## src/logic/kds_defines.vh

```
// Constants for the keyboard and display scanner
//
// ==============================================
// Overview of operation
// [RQ1] Reset: 16-char left entry, encoded lockout, divisor 31
// [RQ2] Bus drives only on read with select
// [RQ3] Select line high means command or status
// [RQ4] Command taken on write strobe rising edge
// [RQ5] Prescaler timebase sets scan and debounce times
// [RQ6] Encoded scan: binary count, active high
// [RQ7] Decoded scan: one of four, active low
// [RQ8] Decoded keyboard forces four-digit decoded display
// [RQ9] Return lines latched, examined every row
// [RQ10] Debounce wait, then push key if held
// [RQ11] Key coded as six-bit matrix position
// [RQ12] Shift and control captured with key
// [RQ13] Sensor modes copy return lines per row
// [RQ14] Strobed mode pushes lines on strobe rise
// [RQ15] Eight-entry queue returns entries in order
// [RQ16] Count, full, empty; overrun and underrun flagged
// [RQ17] Status word read with select line high
// [RQ18] Keyboard interrupt follows queue not empty
// [RQ19] Sensor change raises the interrupt
// [RQ20] Display address with auto-increment, entry tracking
// [RQ21] Two nibble ports, low nibble is bit 0
// [RQ22] Blank during digit switching or blanking
// [RQ23] Mode set: opcode 000, display, keyboard fields
// [RQ24] Clock set: opcode 001, divisor 2 to 31
// [RQ25] Reset empties queue, clears error, irq low
`ifndef KDS_DEFINES_VH
`define KDS_DEFINES_VH
`define KDS_OP_MODE 3'h0
`define KDS_OP_CLOCK 3'h1
`define KDS_OP_RD_FIFO 3'h2
`define KDS_OP_RD_DISP 3'h3
`define KDS_OP_WR_DISP 3'h4
`define KDS_RST_DISPLAY_MODE 2'h1
`define KDS_RST_KEYBOARD_MODE 3'h0
`define KDS_RST_PRESCALE 5'h1F
`define KDS_MIN_PRESCALE 5'h02
`define KDS_TICKS_PER_ROW 6'h3F
`define KDS_BLANK_TICKS 6'h02
`define KDS_DEBOUNCE_SCANS 2'h2
`define KDS_ST_IDLE 2'h0
`define KDS_ST_DEB 2'h1
`define KDS_ST_HELD 2'h2
`endif

```

## src/logic/kds_top.v

```verilog
// Keyboard and display scanner: entry queue and top level
`timescale 1ns/100ps
`default_nettype none
`include "kds_defines.vh"

// ==============================================
// Entry queue
module kds_fifo #(
   parameter WIDTH = 8,
   parameter DEPTH = 8,
   parameter AW = 3
) (
   input wire i_core_clk,
   input wire i_reset,
   input wire i_in_valid,
   input wire [WIDTH-1:0] i_in_data,
   output wire o_in_ready,
   output wire o_out_valid,
   output wire [WIDTH-1:0] o_out_data,
   input wire i_out_ready,
   output wire [AW:0] o_count
);
   reg [WIDTH-1:0] mem_r [0:DEPTH-1];
   reg [AW-1:0] wp_r;
   reg [AW-1:0] rp_r;
   reg [AW:0] cnt_r;
   wire push;
   wire pop;

   // Honest full and empty from the count
   assign o_in_ready = (cnt_r != DEPTH[AW:0]);
   assign o_out_valid = (cnt_r != {(AW+1){1'b0}});
   assign o_out_data = mem_r[rp_r];
   assign o_count = cnt_r;
   assign push = i_in_valid & o_in_ready;
   assign pop = i_out_ready & o_out_valid;

   // Storage written at successive positions
   always @(posedge i_core_clk) begin
      if (push) begin
         mem_r[wp_r] <= i_in_data;
      end
   end

   // Pointers and count; reset empties the queue
   always @(posedge i_core_clk) begin
      if (i_reset) begin
         wp_r <= {AW{1'b0}};
         rp_r <= {AW{1'b0}};
         cnt_r <= {(AW+1){1'b0}};
      end else begin
         if (push) begin
            wp_r <= (wp_r == DEPTH[AW-1:0] - 1'b1) ? {AW{1'b0}} : wp_r + 1'b1;
         end
         if (pop) begin
            rp_r <= (rp_r == DEPTH[AW-1:0] - 1'b1) ? {AW{1'b0}} : rp_r + 1'b1;
         end
         if (push & ~pop) begin
            cnt_r <= cnt_r + 1'b1;
         end else if (pop & ~push) begin
            cnt_r <= cnt_r - 1'b1;
         end
      end
   end
endmodule

// ==============================================
// Scanner top
module kds_top #(
   parameter FIFO_DEPTH = 8
) (
   input wire i_core_clk,
   input wire i_reset,
   input wire i_cs_n,
   input wire i_command_data_select,
   input wire i_rd_n,
   input wire i_wr_n,
   input wire [7:0] i_data,
   output reg [7:0] o_data,
   output reg o_data_oe_n,
   input wire [7:0] i_return_line_inputs,
   input wire i_shift,
   input wire i_control_strobe_input,
   input wire i_blank_high,
   input wire i_blank_low,
   output reg [3:0] o_scan_line_outputs,
   output reg [3:0] o_display_high_nibble_port,
   output reg [3:0] o_display_low_nibble_port,
   output reg o_display_blank_output,
   output reg o_irq
);
   // First open-low return line
   function [2:0] kds_first_low;
      input [7:0] lines;
      integer k;
      begin
         kds_first_low = 3'h0;
         for (k = 7; k >= 0; k = k - 1) begin
            if (!lines[k]) begin
               kds_first_low = k[2:0];
            end
         end
      end
   endfunction

   // Decoded scan selected by keyboard mode
   function kds_is_decoded;
      input [2:0] kmode;
      begin
         kds_is_decoded = kmode[0];
      end
   endfunction

   // ==============================================
   // Input synchronisers
   wire [21:0] raw_in;
   reg [21:0] s1_r;
   reg [21:0] s2_r;
   reg [21:0] s3_r;
   assign raw_in = {i_cs_n, i_command_data_select, i_rd_n, i_wr_n, i_data,
                    i_return_line_inputs, i_shift, i_control_strobe_input};

   // Two stages, third stage only for edges
   always @(posedge i_core_clk) begin
      if (i_reset) begin
         s1_r <= 22'h3FFFFF;
         s2_r <= 22'h3FFFFF;
         s3_r <= 22'h3FFFFF;
      end else begin
         s1_r <= raw_in;
         s2_r <= s1_r;
         s3_r <= s2_r;
      end
   end

   wire cs_act = ~s2_r[21];
   wire a0 = s2_r[20];
   wire rd_act = cs_act & ~s2_r[19];
   // [RQ4] rising write edge
   wire wr_rise = cs_act & s2_r[18] & ~s3_r[18];
   wire rd_rise = cs_act & s2_r[19] & ~s3_r[19];
   wire [7:0] bus_d = s2_r[17:10];
   wire [7:0] rl = s2_r[9:2];
   wire shift_s = s2_r[1];
   wire ctrl_s = s2_r[0];
   wire strobe_rise = s2_r[0] & ~s3_r[0];

   // ==============================================
   // Control registers and state
   reg [1:0] dmode_r;
   reg [2:0] kmode_r;
   reg [4:0] presc_r;
   reg rd_disp_r;
   reg ai_r;
   reg [3:0] daddr_r;
   reg [3:0] dofs_r;
   reg [2:0] saddr_r;
   reg ovr_r;
   reg und_r;
   reg sens_chg_r;
   reg [7:0] dram_r [0:15];
   reg [7:0] sram_r [0:7];
   integer si;
   reg [4:0] pcnt_r;
   reg [5:0] sub_r;
   reg [3:0] scan_r;
   reg [1:0] st_r;
   reg [2:0] krow_r;
   reg [2:0] kcol_r;
   reg [1:0] scans_r;
   reg kb_push_r;
   reg [7:0] kb_code_r;

   wire kdec = kds_is_decoded(kmode_r);
   wire kb_mode = ~kmode_r[2];
   wire sens_mode = kmode_r[2] & ~kmode_r[1];
   wire strb_mode = kmode_r[2] & kmode_r[1];
   wire tick = (pcnt_r >= presc_r - 5'h01);
   wire row_end = tick & (sub_r == `KDS_TICKS_PER_ROW);
   wire [2:0] row = kdec ? {1'b0, scan_r[1:0]} : scan_r[2:0];
   wire closed = (rl != 8'hFF);

   // [RQ15] queue feed and drain
   // [RQ14] strobe rise pushes lines
   wire fifo_in_valid = kb_push_r | (strb_mode & strobe_rise);
   wire [7:0] fifo_in_data = kb_push_r ? kb_code_r : rl;
   wire fifo_in_ready;
   wire fifo_out_valid;
   wire [7:0] fifo_out_data;
   wire [3:0] fifo_count;
   wire data_pop = rd_rise & ~a0 & ~rd_disp_r & ~sens_mode;
   wire [7:0] status = {1'b0, sens_chg_r, ovr_r, und_r, ~fifo_in_ready, fifo_count[2:0]};

   kds_fifo #(
      .WIDTH(8),
      .DEPTH(FIFO_DEPTH),
      .AW(3)
   ) u_fifo (
      .i_core_clk(i_core_clk),
      .i_reset(i_reset),
      .i_in_valid(fifo_in_valid),
      .i_in_data(fifo_in_data),
      .o_in_ready(fifo_in_ready),
      .o_out_valid(fifo_out_valid),
      .o_out_data(fifo_out_data),
      .i_out_ready(data_pop),
      .o_count(fifo_count)
   );

   // ==============================================
   // Command and data port
   always @(posedge i_core_clk) begin
      if (i_reset) begin
         // [RQ1] reset modes and divisor
         dmode_r <= `KDS_RST_DISPLAY_MODE;
         kmode_r <= `KDS_RST_KEYBOARD_MODE;
         presc_r <= `KDS_RST_PRESCALE;
         rd_disp_r <= 1'b0;
         ai_r <= 1'b0;
         daddr_r <= 4'h0;
         dofs_r <= 4'h0;
         saddr_r <= 3'h0;
      end else if (wr_rise & a0) begin
         // [RQ3] select high: command decode
         case (bus_d[7:5])
            `KDS_OP_MODE: begin
               // [RQ23] display and keyboard fields
               dmode_r <= bus_d[4:3];
               kmode_r <= bus_d[2:0];
            end
            `KDS_OP_CLOCK: begin
               // [RQ24] divisor range 2 to 31
               if (bus_d[4:0] >= `KDS_MIN_PRESCALE) begin
                  presc_r <= bus_d[4:0];
               end
            end
            `KDS_OP_RD_FIFO: begin
               rd_disp_r <= 1'b0;
               ai_r <= bus_d[4];
               saddr_r <= bus_d[2:0];
            end
            `KDS_OP_RD_DISP: begin
               rd_disp_r <= 1'b1;
               ai_r <= bus_d[4];
               daddr_r <= bus_d[3:0];
            end
            `KDS_OP_WR_DISP: begin
               ai_r <= bus_d[4];
               daddr_r <= bus_d[3:0];
            end
            default: begin
               ai_r <= ai_r;
            end
         endcase
      end else if (wr_rise) begin
         // [RQ20] auto-increment and right entry offset
         if (ai_r) begin
            daddr_r <= daddr_r + 4'h1;
         end
         if (dmode_r[1]) begin
            dofs_r <= dofs_r + 4'h1;
         end
      end else if (rd_rise & ~a0) begin
         if (rd_disp_r & ai_r) begin
            daddr_r <= daddr_r + 4'h1;
         end else if (~rd_disp_r & sens_mode & ai_r) begin
            saddr_r <= saddr_r + 3'h1;
         end
      end
   end

   // Display RAM written by data writes
   always @(posedge i_core_clk) begin
      if (wr_rise & ~a0) begin
         dram_r[daddr_r] <= bus_d;
      end
   end

   // [RQ2] drive only while selected read
   always @(posedge i_core_clk) begin
      if (i_reset) begin
         o_data_oe_n <= 1'b1;
         o_data <= 8'h00;
      end else begin
         o_data_oe_n <= ~rd_act;
         if (rd_act) begin
            // [RQ17] status with select high
            if (a0) begin
               o_data <= status;
            end else if (rd_disp_r) begin
               o_data <= dram_r[daddr_r];
            end else if (sens_mode) begin
               o_data <= sram_r[saddr_r];
            end else begin
               o_data <= fifo_out_data;
            end
         end
      end
   end

   // ==============================================
   // Timing chain
   always @(posedge i_core_clk) begin
      if (i_reset) begin
         pcnt_r <= 5'h00;
         sub_r <= 6'h00;
         scan_r <= 4'h0;
      end else begin
         // [RQ5] prescaler then row and scan counters
         pcnt_r <= tick ? 5'h00 : pcnt_r + 5'h01;
         if (tick) begin
            sub_r <= (sub_r == `KDS_TICKS_PER_ROW) ? 6'h00 : sub_r + 6'h01;
         end
         if (row_end) begin
            scan_r <= scan_r + 4'h1;
         end
      end
   end

   // ==============================================
   // Key debounce
   always @(posedge i_core_clk) begin
      if (i_reset) begin
         st_r <= `KDS_ST_IDLE;
         krow_r <= 3'h0;
         kcol_r <= 3'h0;
         scans_r <= 2'h0;
         kb_push_r <= 1'b0;
         kb_code_r <= 8'h00;
      end else begin
         kb_push_r <= 1'b0;
         // [RQ9] return lines examined each row
         if (row_end & kb_mode) begin
            case (st_r)
               `KDS_ST_IDLE: begin
                  if (closed) begin
                     krow_r <= row;
                     kcol_r <= kds_first_low(rl);
                     scans_r <= 2'h0;
                     st_r <= `KDS_ST_DEB;
                  end
               end
               `KDS_ST_DEB: begin
                  if (~kmode_r[1] & closed &
                      ((row != krow_r) | (rl != ~(8'h01 << kcol_r)))) begin
                     st_r <= `KDS_ST_IDLE;
                  end else if (row == krow_r) begin
                     scans_r <= scans_r + 2'h1;
                     // [RQ10] push if still closed
                     if (scans_r + 2'h1 == `KDS_DEBOUNCE_SCANS) begin
                        if (!rl[kcol_r]) begin
                           kb_push_r <= 1'b1;
                           // [RQ11] [RQ12] position with status
                           kb_code_r <= {ctrl_s, shift_s, krow_r, kcol_r};
                           st_r <= `KDS_ST_HELD;
                        end else begin
                           st_r <= `KDS_ST_IDLE;
                        end
                     end
                  end
               end
               `KDS_ST_HELD: begin
                  if ((row == krow_r) & rl[kcol_r]) begin
                     st_r <= `KDS_ST_IDLE;
                  end
               end
               default: begin
                  st_r <= `KDS_ST_IDLE;
               end
            endcase
         end else if (~kb_mode) begin
            st_r <= `KDS_ST_IDLE;
         end
      end
   end

   // [RQ13] sensor RAM row copy; reset reads all open
   always @(posedge i_core_clk) begin
      if (i_reset) begin
         for (si = 0; si < 8; si = si + 1) begin
            sram_r[si] <= 8'hFF;
         end
      end else if (row_end & sens_mode) begin
         sram_r[row] <= rl;
      end
   end

   // Error flags and sensor change; set wins over clear
   always @(posedge i_core_clk) begin
      if (i_reset) begin
         // [RQ25] errors and change cleared
         ovr_r <= 1'b0;
         und_r <= 1'b0;
         sens_chg_r <= 1'b0;
      end else begin
         // [RQ16] overrun and underrun
         ovr_r <= (fifo_in_valid & ~fifo_in_ready) | (ovr_r & ~(rd_rise & a0));
         und_r <= (data_pop & ~fifo_out_valid) | (und_r & ~(rd_rise & a0));
         // [RQ19] change in any sensor
         sens_chg_r <= (row_end & sens_mode & (sram_r[row] != rl)) |
                       (sens_chg_r & ~(rd_rise & ~a0 & ~rd_disp_r));
      end
   end

   // Interrupt output
   always @(posedge i_core_clk) begin
      if (i_reset) begin
         o_irq <= 1'b0;
      end else if (sens_mode) begin
         o_irq <= sens_chg_r;
      end else begin
         // [RQ18] drops on each queue data read, back if more
         o_irq <= fifo_out_valid & ~data_pop;
      end
   end

   // ==============================================
   // Display refresh
   wire [3:0] dig_mask = kdec ? 4'h3 : (dmode_r[0] ? 4'hF : 4'h7);
   // [RQ8] decoded keyboard shows four digits
   wire [3:0] raddr = (scan_r + dofs_r) & dig_mask;
   wire [7:0] rdat = dram_r[raddr];

   always @(posedge i_core_clk) begin
      if (i_reset) begin
         o_scan_line_outputs <= 4'h0;
         o_display_high_nibble_port <= 4'h0;
         o_display_low_nibble_port <= 4'h0;
         o_display_blank_output <= 1'b1;
      end else begin
         // [RQ6] [RQ7] encoded or decoded scan
         o_scan_line_outputs <= kdec ? ~(4'h1 << scan_r[1:0]) : scan_r;
         // [RQ21] high nibble bits 7:4, low 3:0
         o_display_high_nibble_port <= i_blank_high ? 4'h0 : rdat[7:4];
         o_display_low_nibble_port <= i_blank_low ? 4'h0 : rdat[3:0];
         // [RQ22] blank at switch or both blank inputs
         o_display_blank_output <= (sub_r < `KDS_BLANK_TICKS) | (i_blank_high & i_blank_low);
      end
   end
endmodule
`default_nettype wire

```

## config.mk

```make
export PLATFORM = sky130hd
export DESIGN_NAME = kds_top
export DESIGN_NICKNAME = d
export VERILOG_FILES = /design/src/logic/kds_top.v
export VERILOG_INCLUDE_DIRS = /design/src /design/src/logic
export SDC_FILE = /design/constraint.sdc
export NUM_CORES = 1
export LEC_CHECK = 0
export ABC_AREA = 1
export BUFFER_PORTS_ARGS = -buffer_cell sky130_fd_sc_hd__buf_2
export CELL_PAD_IN_SITES_DETAIL_PLACEMENT = 1
export CELL_PAD_IN_SITES_GLOBAL_PLACEMENT = 1
export CORE_MARGIN = 2
export CORE_UTILIZATION = 40
export DETAILED_ROUTE_END_ITERATION = 16
export GPL_TIMING_DRIVEN = 0
export PLACE_DENSITY_LB_ADDON = 0.3
export SLEW_MARGIN = 10
export SYNTH_ARGS = -nofsm -noshare
export SYNTH_HDL_FRONTEND = slang
export SYNTH_HIERARCHICAL = 1
export SYNTH_SLANG_ARGS = --single-unit
export TNS_END_PERCENT = 5
```

## constraint.sdc

```tcl
create_clock -name i_core_clk -period 3.89 [get_ports i_core_clk]
set_input_delay 0 -clock i_core_clk [delete_from_list [all_inputs] [get_ports i_core_clk]]
set_output_delay 0 -clock i_core_clk [all_outputs]
set_load 0.03 [all_outputs]
```

---- Word level (Yosys, flattened, before mapping) ----
Memories as Yosys holds them, arrays and structs flattened. A register that Yosys moved wholly into a read port is not among the register bits.
Cells that the tools add are included.
storage, ports and cells
  bits in writable memories ............... 256
  memories ................................ 3
  word-level logic and storage cells ...... 251
  register bits ........................... 157
  bits of input ports ..................... 26
cells by class
  bitwise gates (word level) .............. 70
  add/subtract/negate cells ............... 13
  $lt $le $gt $ge ......................... 4
  reduce and logical (&&, ||, !) cells .... 29
  shift operators ......................... 2
  equal/unequal tests ..................... 28
  muxes and demuxes ....................... 69
memories
  memory        depth  width  read ports  clocked after Yosys merged registers in  write ports  RTL line       source
  dram_r        16     8      2           1                                        1            kds_top.v:161  reg [7:0] dram_r [0:15];
  sram_r        8      8      2           1                                        8            kds_top.v:162  reg [7:0] sram_r [0:7];
  u_fifo.mem_r  8      8      1           1                                        1            kds_top.v:23   reg [WIDTH-1:0] mem_r [0:DEPTH-1];
operator list
  cell                                                                    count
  3-bit 2-to-1 mux                                                        22
  4-bit 2-to-1 mux                                                        13
  8-bit 2-to-1 mux                                                        5
  1-bit bitwise AND                                                       36
  1-bit NOT                                                               25
  2-bit 2-to-1 mux                                                        11
  4-bit by 1-bit adder with 4-bit output (second input constant)          4
  8-bit != test                                                           2
  5-bit AND reduction                                                     3
  1-bit 2-to-1 mux                                                        13
  4-bit != test (second input constant)                                   3
  2-bit nonzero test                                                      6
  2-bit != test (second input constant)                                   5
  3-bit by 1-bit adder with 3-bit output (second input constant)          3
  3-bit equality test (second input constant)                             3
  3-bit AND reduction                                                     3
  8-bit != test (second input constant)                                   1
  8-bit NOT                                                               1
  2-bit OR reduction                                                      4
  8-bit OR reduction                                                      1
  1-bit by 3-bit left shift with 8-bit output (first input constant)      1
  6-bit by 1-bit adder with 6-bit output (second input constant)          1
  3-bit by 2-bit equality test with 1-bit output (second input constant)  2
  6-bit equality test (second input constant)                             1
  other kinds (35)                                                        46

---- Longest topological paths before layout ----
Gate-level depths: netlist of the first run.
  word-level depth ........................ 11
  gate-level depth with buffers ........... 18

---- By module ----
The synthesis of the first run kept the hierarchy.
by module, submodules not included
  module    area an instance (µm²)  times used  cells each
  kds_top   15423.5                 1           1773
  kds_fifo  3290.7                  1           307

---- Worst setup path after synthesis of the first run ----
Ideal clock, no wire load.
  path type ............................... register to register
  from .................................... register presc_r[0]
  to ...................................... memory sram_r[1][0], enable pin
  clock period less this slack ............ 2789 ps
  setup slack ............................. 1101 ps
  data arrival time ....................... 2416 ps
  data required time ...................... 3516 ps
  stages on the path, launching flop included .. 16
  path buffers ............................ 1
  cell sequence ........................... dfxtp_1 > inv_1 > ha_1 > nand2_1 > xnor2_1 > inv_1 > ha_1 > nand2_1 > nor2_1 > nand2_1 > nand4_1 > buf_2 > nand3_1 > nor2_1 > nand2_1 > o21ai_1
RTL lines
  item                    RTL line       source
  start, declared         kds_top.v:152  reg [4:0] presc_r;
  start signal, assigned  kds_top.v:217  presc_r <= `KDS_RST_PRESCALE;
  start signal, assigned  kds_top.v:234  presc_r <= bus_d[4:0];
  end, declared           kds_top.v:162

==> results of run 1 <==
per-layer routing:
| layer | routed length [um] | GRT usage | up-vias |
|---|---|---|---|
| met1 | 28000 | 0.365 | 7905 |
| li1 | - | - | 7343 |
| met2 | 29000 | 0.428 | 510 |
| met5 | 15 | 0 | - |
| met4 | 1940 | 0.0848 | 2 |
| met3 | 4500 | 0.0509 | 134 |
registers in the layout, indices dropped and copies added (netlist names), 5 cells and up, named ones only:
register,flops
dram_r,128
sub_r,6
o_data,8
presc_r,5
sram_r,64
s2_r,22
kb_code_r,8
s1_r,22
pcnt_r,5
u_fifo/mem_r,64
layout make-up:
cell class	instances	area, sq um	area share
plain buffers	109	488	0.0228
clock buffers	69	1310	0.0612
clock inverters	14	123	0.00572
inverters	132	498	0.0232
multi-input cells	1433	7050	0.329
flip-flops and latches	406	10700	0.499
well taps	607	759	0.0355
repair buffers	74	498	0.0232
cells in the final DEF, fill, tap and decap left out, types with 3 or more instances in the layout:
| cell | n |
|---|---|
| o21ai_2 | 4 |
| o22ai_1 | 19 |
| inv_1 | 106 |
| dlygate4sd3_1 | 25 |
| or2_2 | 47 |
| o21ai_0 | 172 |
| inv_2 | 22 |
| o21ai_1 | 99 |
| a211oi_1 | 7 |
| buf_4 | 3 |
| nor3_1 | 3 |
| a31oi_1 | 3 |
| o221ai_1 | 24 |
| buf_2 | 57 |
| clkinv_2 | 5 |
| nor2_2 | 12 |
| clkinv_1 | 6 |
| a21oi_1 | 98 |
| clkbuf_1 | 100 |
| buf_6 | 8 |
| o21bai_1 | 3 |
| xor2_1 | 21 |
| clkbuf_16 | 45 |
| ha_1 | 29 |
| nand3_1 | 60 |
| nor2_1 | 306 |
| nand4_1 | 22 |
| nand2_2 | 3 |
| edfxtp_1 | 256 |
| buf_1 | 4 |
| xnor2_1 | 5 |
| dfxtp_1 | 150 |
| nand2_1 | 428 |
| o211ai_1 | 49 |
| clkbuf_8 | 9 |
worst max-delay path, stage by stage (launching register included):
cell	delay, ns
dfxtp_1	0.33
inv_1	0.08
ha_1	0.23
nand2_1	0.08
xnor2_1	0.11
inv_1	0.06
ha_1	0.29
nand2_1	0.07
nor2_1	0.10
nand2_1	0.06
nand4_1	0.11
buf_2	0.23
nand3_1	0.19
nor2_1	0.24
nand2_1	0.37
o21ai_1	0.78
repair_timing:
action,4_1_cts,5_1_grt
setup endpoints to repair,0,64
hold buffers,25,0
gates resized for setup,0,4
hold endpoints to repair,35,0
power groups by stage:
stage	Clock, mW	Combinational (mW)	Sequential [mW]
2_1_floorplan	0	0.131	4.75
3_3_place_gp	0	0.227	4.78
3_5_place_dp	0	0.233	4.78
4_1_cts	4.23	0.254	4.69
5_1_grt	4.37	0.283	4.70
6_report	4.16	0.257	4.69
final timing paths:
check | from | cells after the start | endpoint | slack [ns]
worst max-delay path | presc_r[0] | 15 | sram_r[6][1] | 0.16
worst min-delay path | i_cs_n | 3 | s1_r[21] | 0.13
worst max register to register | presc_r[0] | 15 | sram_r[6][1] | 0.16
worst min register to register | s1_r[8] | 1 | s2_r[8] | 0.41
through the flow:
stage,power [mW],cell area [sq um],hold WS (ns),setup slack [ns]
2_1_floorplan,4.88,18700,0.0691,1.10
5_1_grt,9.35,21400,0.136,-0.127
6_report,9.10,21400,0.127,0.156
4_1_cts,9.17,21400,0.101,0.130
3_3_place_gp,5.00,19700,0.182,0.222
3_5_place_dp,5.01,19700,0.186,0.172
cells by family (layout without fill, tap and decap cells):
group	count (synthesis)	after routing
adder cells (fa/ha/maj)	31	31
XOR/XNOR	26	26
AO/OA/AOI/OAI	485	485
buffers and inverters	241	398
flip-flops	406	406
AND/OR/NAND/NOR	891	891
==> results.py, run 1 <==
metrics = {
    "yosys": {
        "synth_seq_area_share": 0.571,
        "synth_compound_area_frac": 0.145,
        "synth-async-reset-ratio": 0,
        "synth_xor_area_frac": 0.0122,
        "synth_area_sq_um": 18700,
        "yosysWarnings": 6,
        "syn_nets": 2137,
        "yosys.area_share.simple": 0.197,
        "synthMuxAreaShare": 0,
        "yosys_most_used_dff": "edfxtp_1",
        "synth_commonest_cells": "428 x nand2_1, 306 x nor2_1, 256 x edfxtp_1",
        "syn_avg_cell_area_sq_um": 9.00,
        "ys_types": 46,
        "synth_top_family_by_area": "simple AND/OR/NAND/NOR gates",
        "synth_most_common_cell": "nand2_1",
        "synth_edf_count": 256,
        "ys_ff_latch": 406,
        "synth.largest_area_cell": "edfxtp_1",
        "synthCells": 2080,
        "synth_area_leaders": "edfxtp_1 41%, dfxtp_1 16%, nand2_1 8.6%",
        "netlist.area_leader.share": 0.411,
        "synthAdderAreaFrac": 0.0215,
    },
    "finish": {
        "drive_gt1_frac": 0.103,
        "final_core_util": 0.462,
        "finalNonFillerCells": 2844,
        "diodes": 0,
        "nFillCells": 5435,
        "area_growth_pct": 14.5,
        "layout.nets": 2258,
    },
    "timing": {
        "maxSlewViolCount": 0,
        "tightest_slew_ns": 1.08,
        "fin_worst_skew_ns": 0.0333,
        "rsz0062_at_grt": "yes",
        "period_minus_slack_ns": 3.73,
        "hold_viol": 0,
        "finalSetupTns_ns": 0,
        "finalSetupViolations": 0,
        "relSlewSlack": 0.277,
        "fmax_ghz": 0.268,
        "finalCritPeriodShare": 0.960,
    },
    "route": {
        "routedWlPerCell_um": 22.3,
        "drt_iter0_drc": 1432,
        "drt_first_pass_iters": 5,
        "drc": 0,
        "vias_per_cell": 5.59,
        "routed_wl_um": 63500,
        "num_vias": 15900,
        "ant_nets": 0,
    },
    "run_status": {
        "status": "completed",
    },
    "clock_network": {
        "cts_tree": "done",
        "cts_setup_buffers": 0,
        "clk_latency_ns": 0.60,
        "clock_path_buffers": 3,
        "numCtsBuffers": 45,
        "ctsHtreeMaxLevel": 2,
        "cts_sinks": 406,
        "cts_root_buffer": "clkbuf_16",
        "path_clk_slew_ns": 0.06,
    },
    "floorplan": {
        "core_sq_um": 46400,
        "ios": 49,
        "dieArea_sq_um": 48500,
        "die_w_um": 220,
        "start_util": 0.404,
        "die_y_um": 220,
        "rows": 79,
    },
    "place": {
        "place_inst": 2735,
        "port_buffers": 48,
        "gp_congestion": 0.928,
        "dp_hpwl_um": 45400,
    },
    "power": {
        "p_int_mw": 7.11,
        "clock_power_share": 0.457,
        "p_per_area_nw_per_um2": 425,
        "combPwrFrac": 0.028,
        "p_leak_nw": 8.10,
        "power_frac_seq": 0.515,
        "p_sw_mw": 2.00,
        "vdd_ir_drop_max_mv": 0.322,
        "swShare": 0.219,
    },
    "critical_path": {
        "crit_arrival_ns": 3.93,
        "cp.required_ns": 4.09,
        "worstSetupPathType": "reg -> reg",
        "cp-start-kind": "flip-flop",
        "cp_max_fo": 10,
        "end_kind": "flip-flop",
    },
    "global_route": {
        "grt_pass1_wl_um": 97500,
        "grt.total_usage": 0.267,
        "grt_pass1_vias": 16400,
        "grt_max_degree": 21,
        "grt-ovfl-total": 0,
        "antenna_found_initial": 1,
    },
    "min_path": {
        "hp-class": "in -> reg",
    },
    "run": {
        "cap_violations": 0,
    },
}
No activity file was read; power rests on OpenSTA's default activity.
==> run 2, diff against run 1 <==
--- a/config.mk
+++ b/config.mk
@@ -12,6 +12,7 @@
 export CELL_PAD_IN_SITES_GLOBAL_PLACEMENT = 1
 export CORE_MARGIN = 2
 export CORE_UTILIZATION = 40
+export CTS_BUF_LIST = sky130_fd_sc_hd__clkbuf_8 sky130_fd_sc_hd__clkbuf_16
 export DETAILED_ROUTE_END_ITERATION = 16
 export GPL_TIMING_DRIVEN = 0
 export PLACE_DENSITY_LB_ADDON = 0.3
==> results.py, run 2 (synthesis results as in run 1) <==
metrics = {
    "route": {
        "routed_wl_um": 63500,
        "num_vias": 15900,
        "drc": 0,
        "vias_per_cell": 5.59,
        "ant_nets": 0,
        "drt_first_pass_iters": 6,
        "routedWlPerCell_um": 22.3,
        "drt_iter0_drc": 1420,
    },
    "power": {
        "design_power_total_mw": 9.06,
        "vdd_ir_drop_max_mv": 0.317,
        "p_leak_nw": 8.16,
        "p_per_area_nw_per_um2": 423,
    },
    "critical_path": {
        "cp_max_fo": 10,
        "cp.required_ns": 4.09,
        "rr_startpoint": "presc_r[0]",
        "crit_arrival_ns": 3.91,
        "startpoint": "presc_r[0]",
        "worstSetupPathType": "reg -> reg",
        "cp-start-kind": "flip-flop",
        "end_kind": "flip-flop",
    },
    "timing": {
        "period_minus_slack_ns": 3.71,
        "fmax_ghz": 0.269,
        "finalSetupTns_ns": 0,
        "relSlewSlack": 0.289,
        "rsz0062_at_grt": "yes",
        "fin_worst_skew_ns": 0.0312,
        "finalCritPeriodShare": 0.954,
        "finalSetupViolations": 0,
        "tightest_slew_ns": 1.07,
        "maxSlewViolCount": 0,
        "hold_viol": 0,
    },
    "clock_network": {
        "clk_latency_ns": 0.60,
        "cts_tree": "done",
        "cts_setup_buffers": 0,
        "clock_path_buffers": 3,
        "path_clk_slew_ns": 0.06,
        "cts_root_buffer": "clkbuf_16",
        "cts_sinks": 406,
        "numCtsBuffers": 45,
        "ctsHtreeMaxLevel": 2,
    },
    "global_route": {
        "use_met3": 0.0509,
        "antenna_found_initial": 1,
        "grt_max_degree": 21,
        "grt-ovfl-total": 0,
        "grt.total_usage": 0.267,
        "grt_use_met1": 0.365,
        "grt_use_met2": 0.428,
        "grt_pass1_wl_um": 97500,
        "grt_pass1_vias": 16400,
        "top_usage_layer": "met2",
    },
    "floorplan": {
        "die_y_um": 220,
        "start_util": 0.404,
        "dieArea_sq_um": 48500,
        "core_sq_um": 46400,
        "die_w_um": 220,
        "ios": 49,
        "rows": 79,
    },
    "finish": {
        "layout.nets": 2258,
        "largest-register": "dram_r",
        "top_regs": "dram_r: 128 flops, sram_r: 64 flops, u_fifo/mem_r: 64 flops",
        "area_growth_pct": 14.4,
        "drive_gt1_frac": 0.102,
        "layout_commonest_cell": "nand2_1",
        "largest_reg_flops": 128,
        "final_cell_mix": "428 x nand2_1, 306 x nor2_1, 256 x edfxtp_1, 172 x o21ai_0, 150 x dfxtp_1",
        "final_core_util": 0.462,
        "diodes": 0,
    },
    "place": {
        "dp_hpwl_um": 45400,
        "port_buffers": 48,
        "gp_congestion": 0.928,
    },
    "run": {
        "cap_violations": 0,
    },
    "run_status": {
        "status": "completed",
    },
    "min_path": {
        "min_from": "i_cs_n",
        "hp-class": "in -> reg",
    },
}
==> run 2: changes by cell type in the layout (fill, tap and decap cells not counted) <==
cell	before	now
clkbuf_1	100	86
inv_1	106	121
clkbuf_4	1	0
==> run 2: through the flow <==
stage | std cells | area, sq um | hold slack [ns] | setup WS, ns
after CTS | 2843 | 21400 | 0.100 | 0.130
final | 2844 | 21400 | 0.129 | 0.177
after detailed placement | 2735 | 19700 | 0.186 | 0.172
after floorplan | 2080 | 18700 | 0.0691 | 1.10
after global routing | 2844 | 21400 | 0.136 | -0.128
after global placement | 2735 | 19700 | 0.182 | 0.222
==> run 2: per-layer routing <==
layer  routed length [um]  part of all wire
met1                28100              0.44
met2                29100              0.46
met3                 4430             0.070
met4                 1930             0.030
met5                   15           0.00024
==> run 2: final cells by class <==
| type | count | area [sq um] |
|---|---|---|
| inverter | 132 | 498 |
| clock inverter | 29 | 179 |
| sequential | 406 | 10700 |
| buffer | 109 | 488 |
| timing repair buffer | 74 | 498 |
| multi-input combinational | 1433 | 7050 |
| tap | 607 | 759 |
| fill | 5435 | 24900 |
| clock buffer | 54 | 1250 |
==> run 2: final timing paths <==
path	slack, ns	endpoint	cells past startpoint
setup reg to reg	0.18	sram_r[6][1]	15
setup / recovery	0.18	sram_r[6][1]	15
hold reg to reg	0.41	s2_r[8]	1
hold / removal	0.13	s1_r[21]	3
==> run 2: where the power goes <==
part           total (mW)  internal (mW)  switching, mW
Clock                4.11           2.35           1.76
Combinational       0.257         0.0855          0.171
Sequential           4.69           4.63         0.0648
Total                9.06           7.06           2.00
==> run 2: critical path, stage by stage (launching register included) <==
cell and delay (ns):
dfxtp_1 0.33, inv_1 0.08, ha_1 0.23, nand2_1 0.08, xnor2_1 0.11, inv_1 0.06
ha_1 0.29, nand2_1 0.07, nor2_1 0.10, nand2_1 0.06, nand4_1 0.11, buf_2 0.23
nand3_1 0.18, nor2_1 0.24, nand2_1 0.37, o21ai_1 0.77
==> run 2: repair_timing <==
action / CTS / global route
setup endpoints to repair: 0 / 64
resized for setup: 0 / 4
hold buffers: 25 / 0
endpoints found under the hold margin: 35 / 0
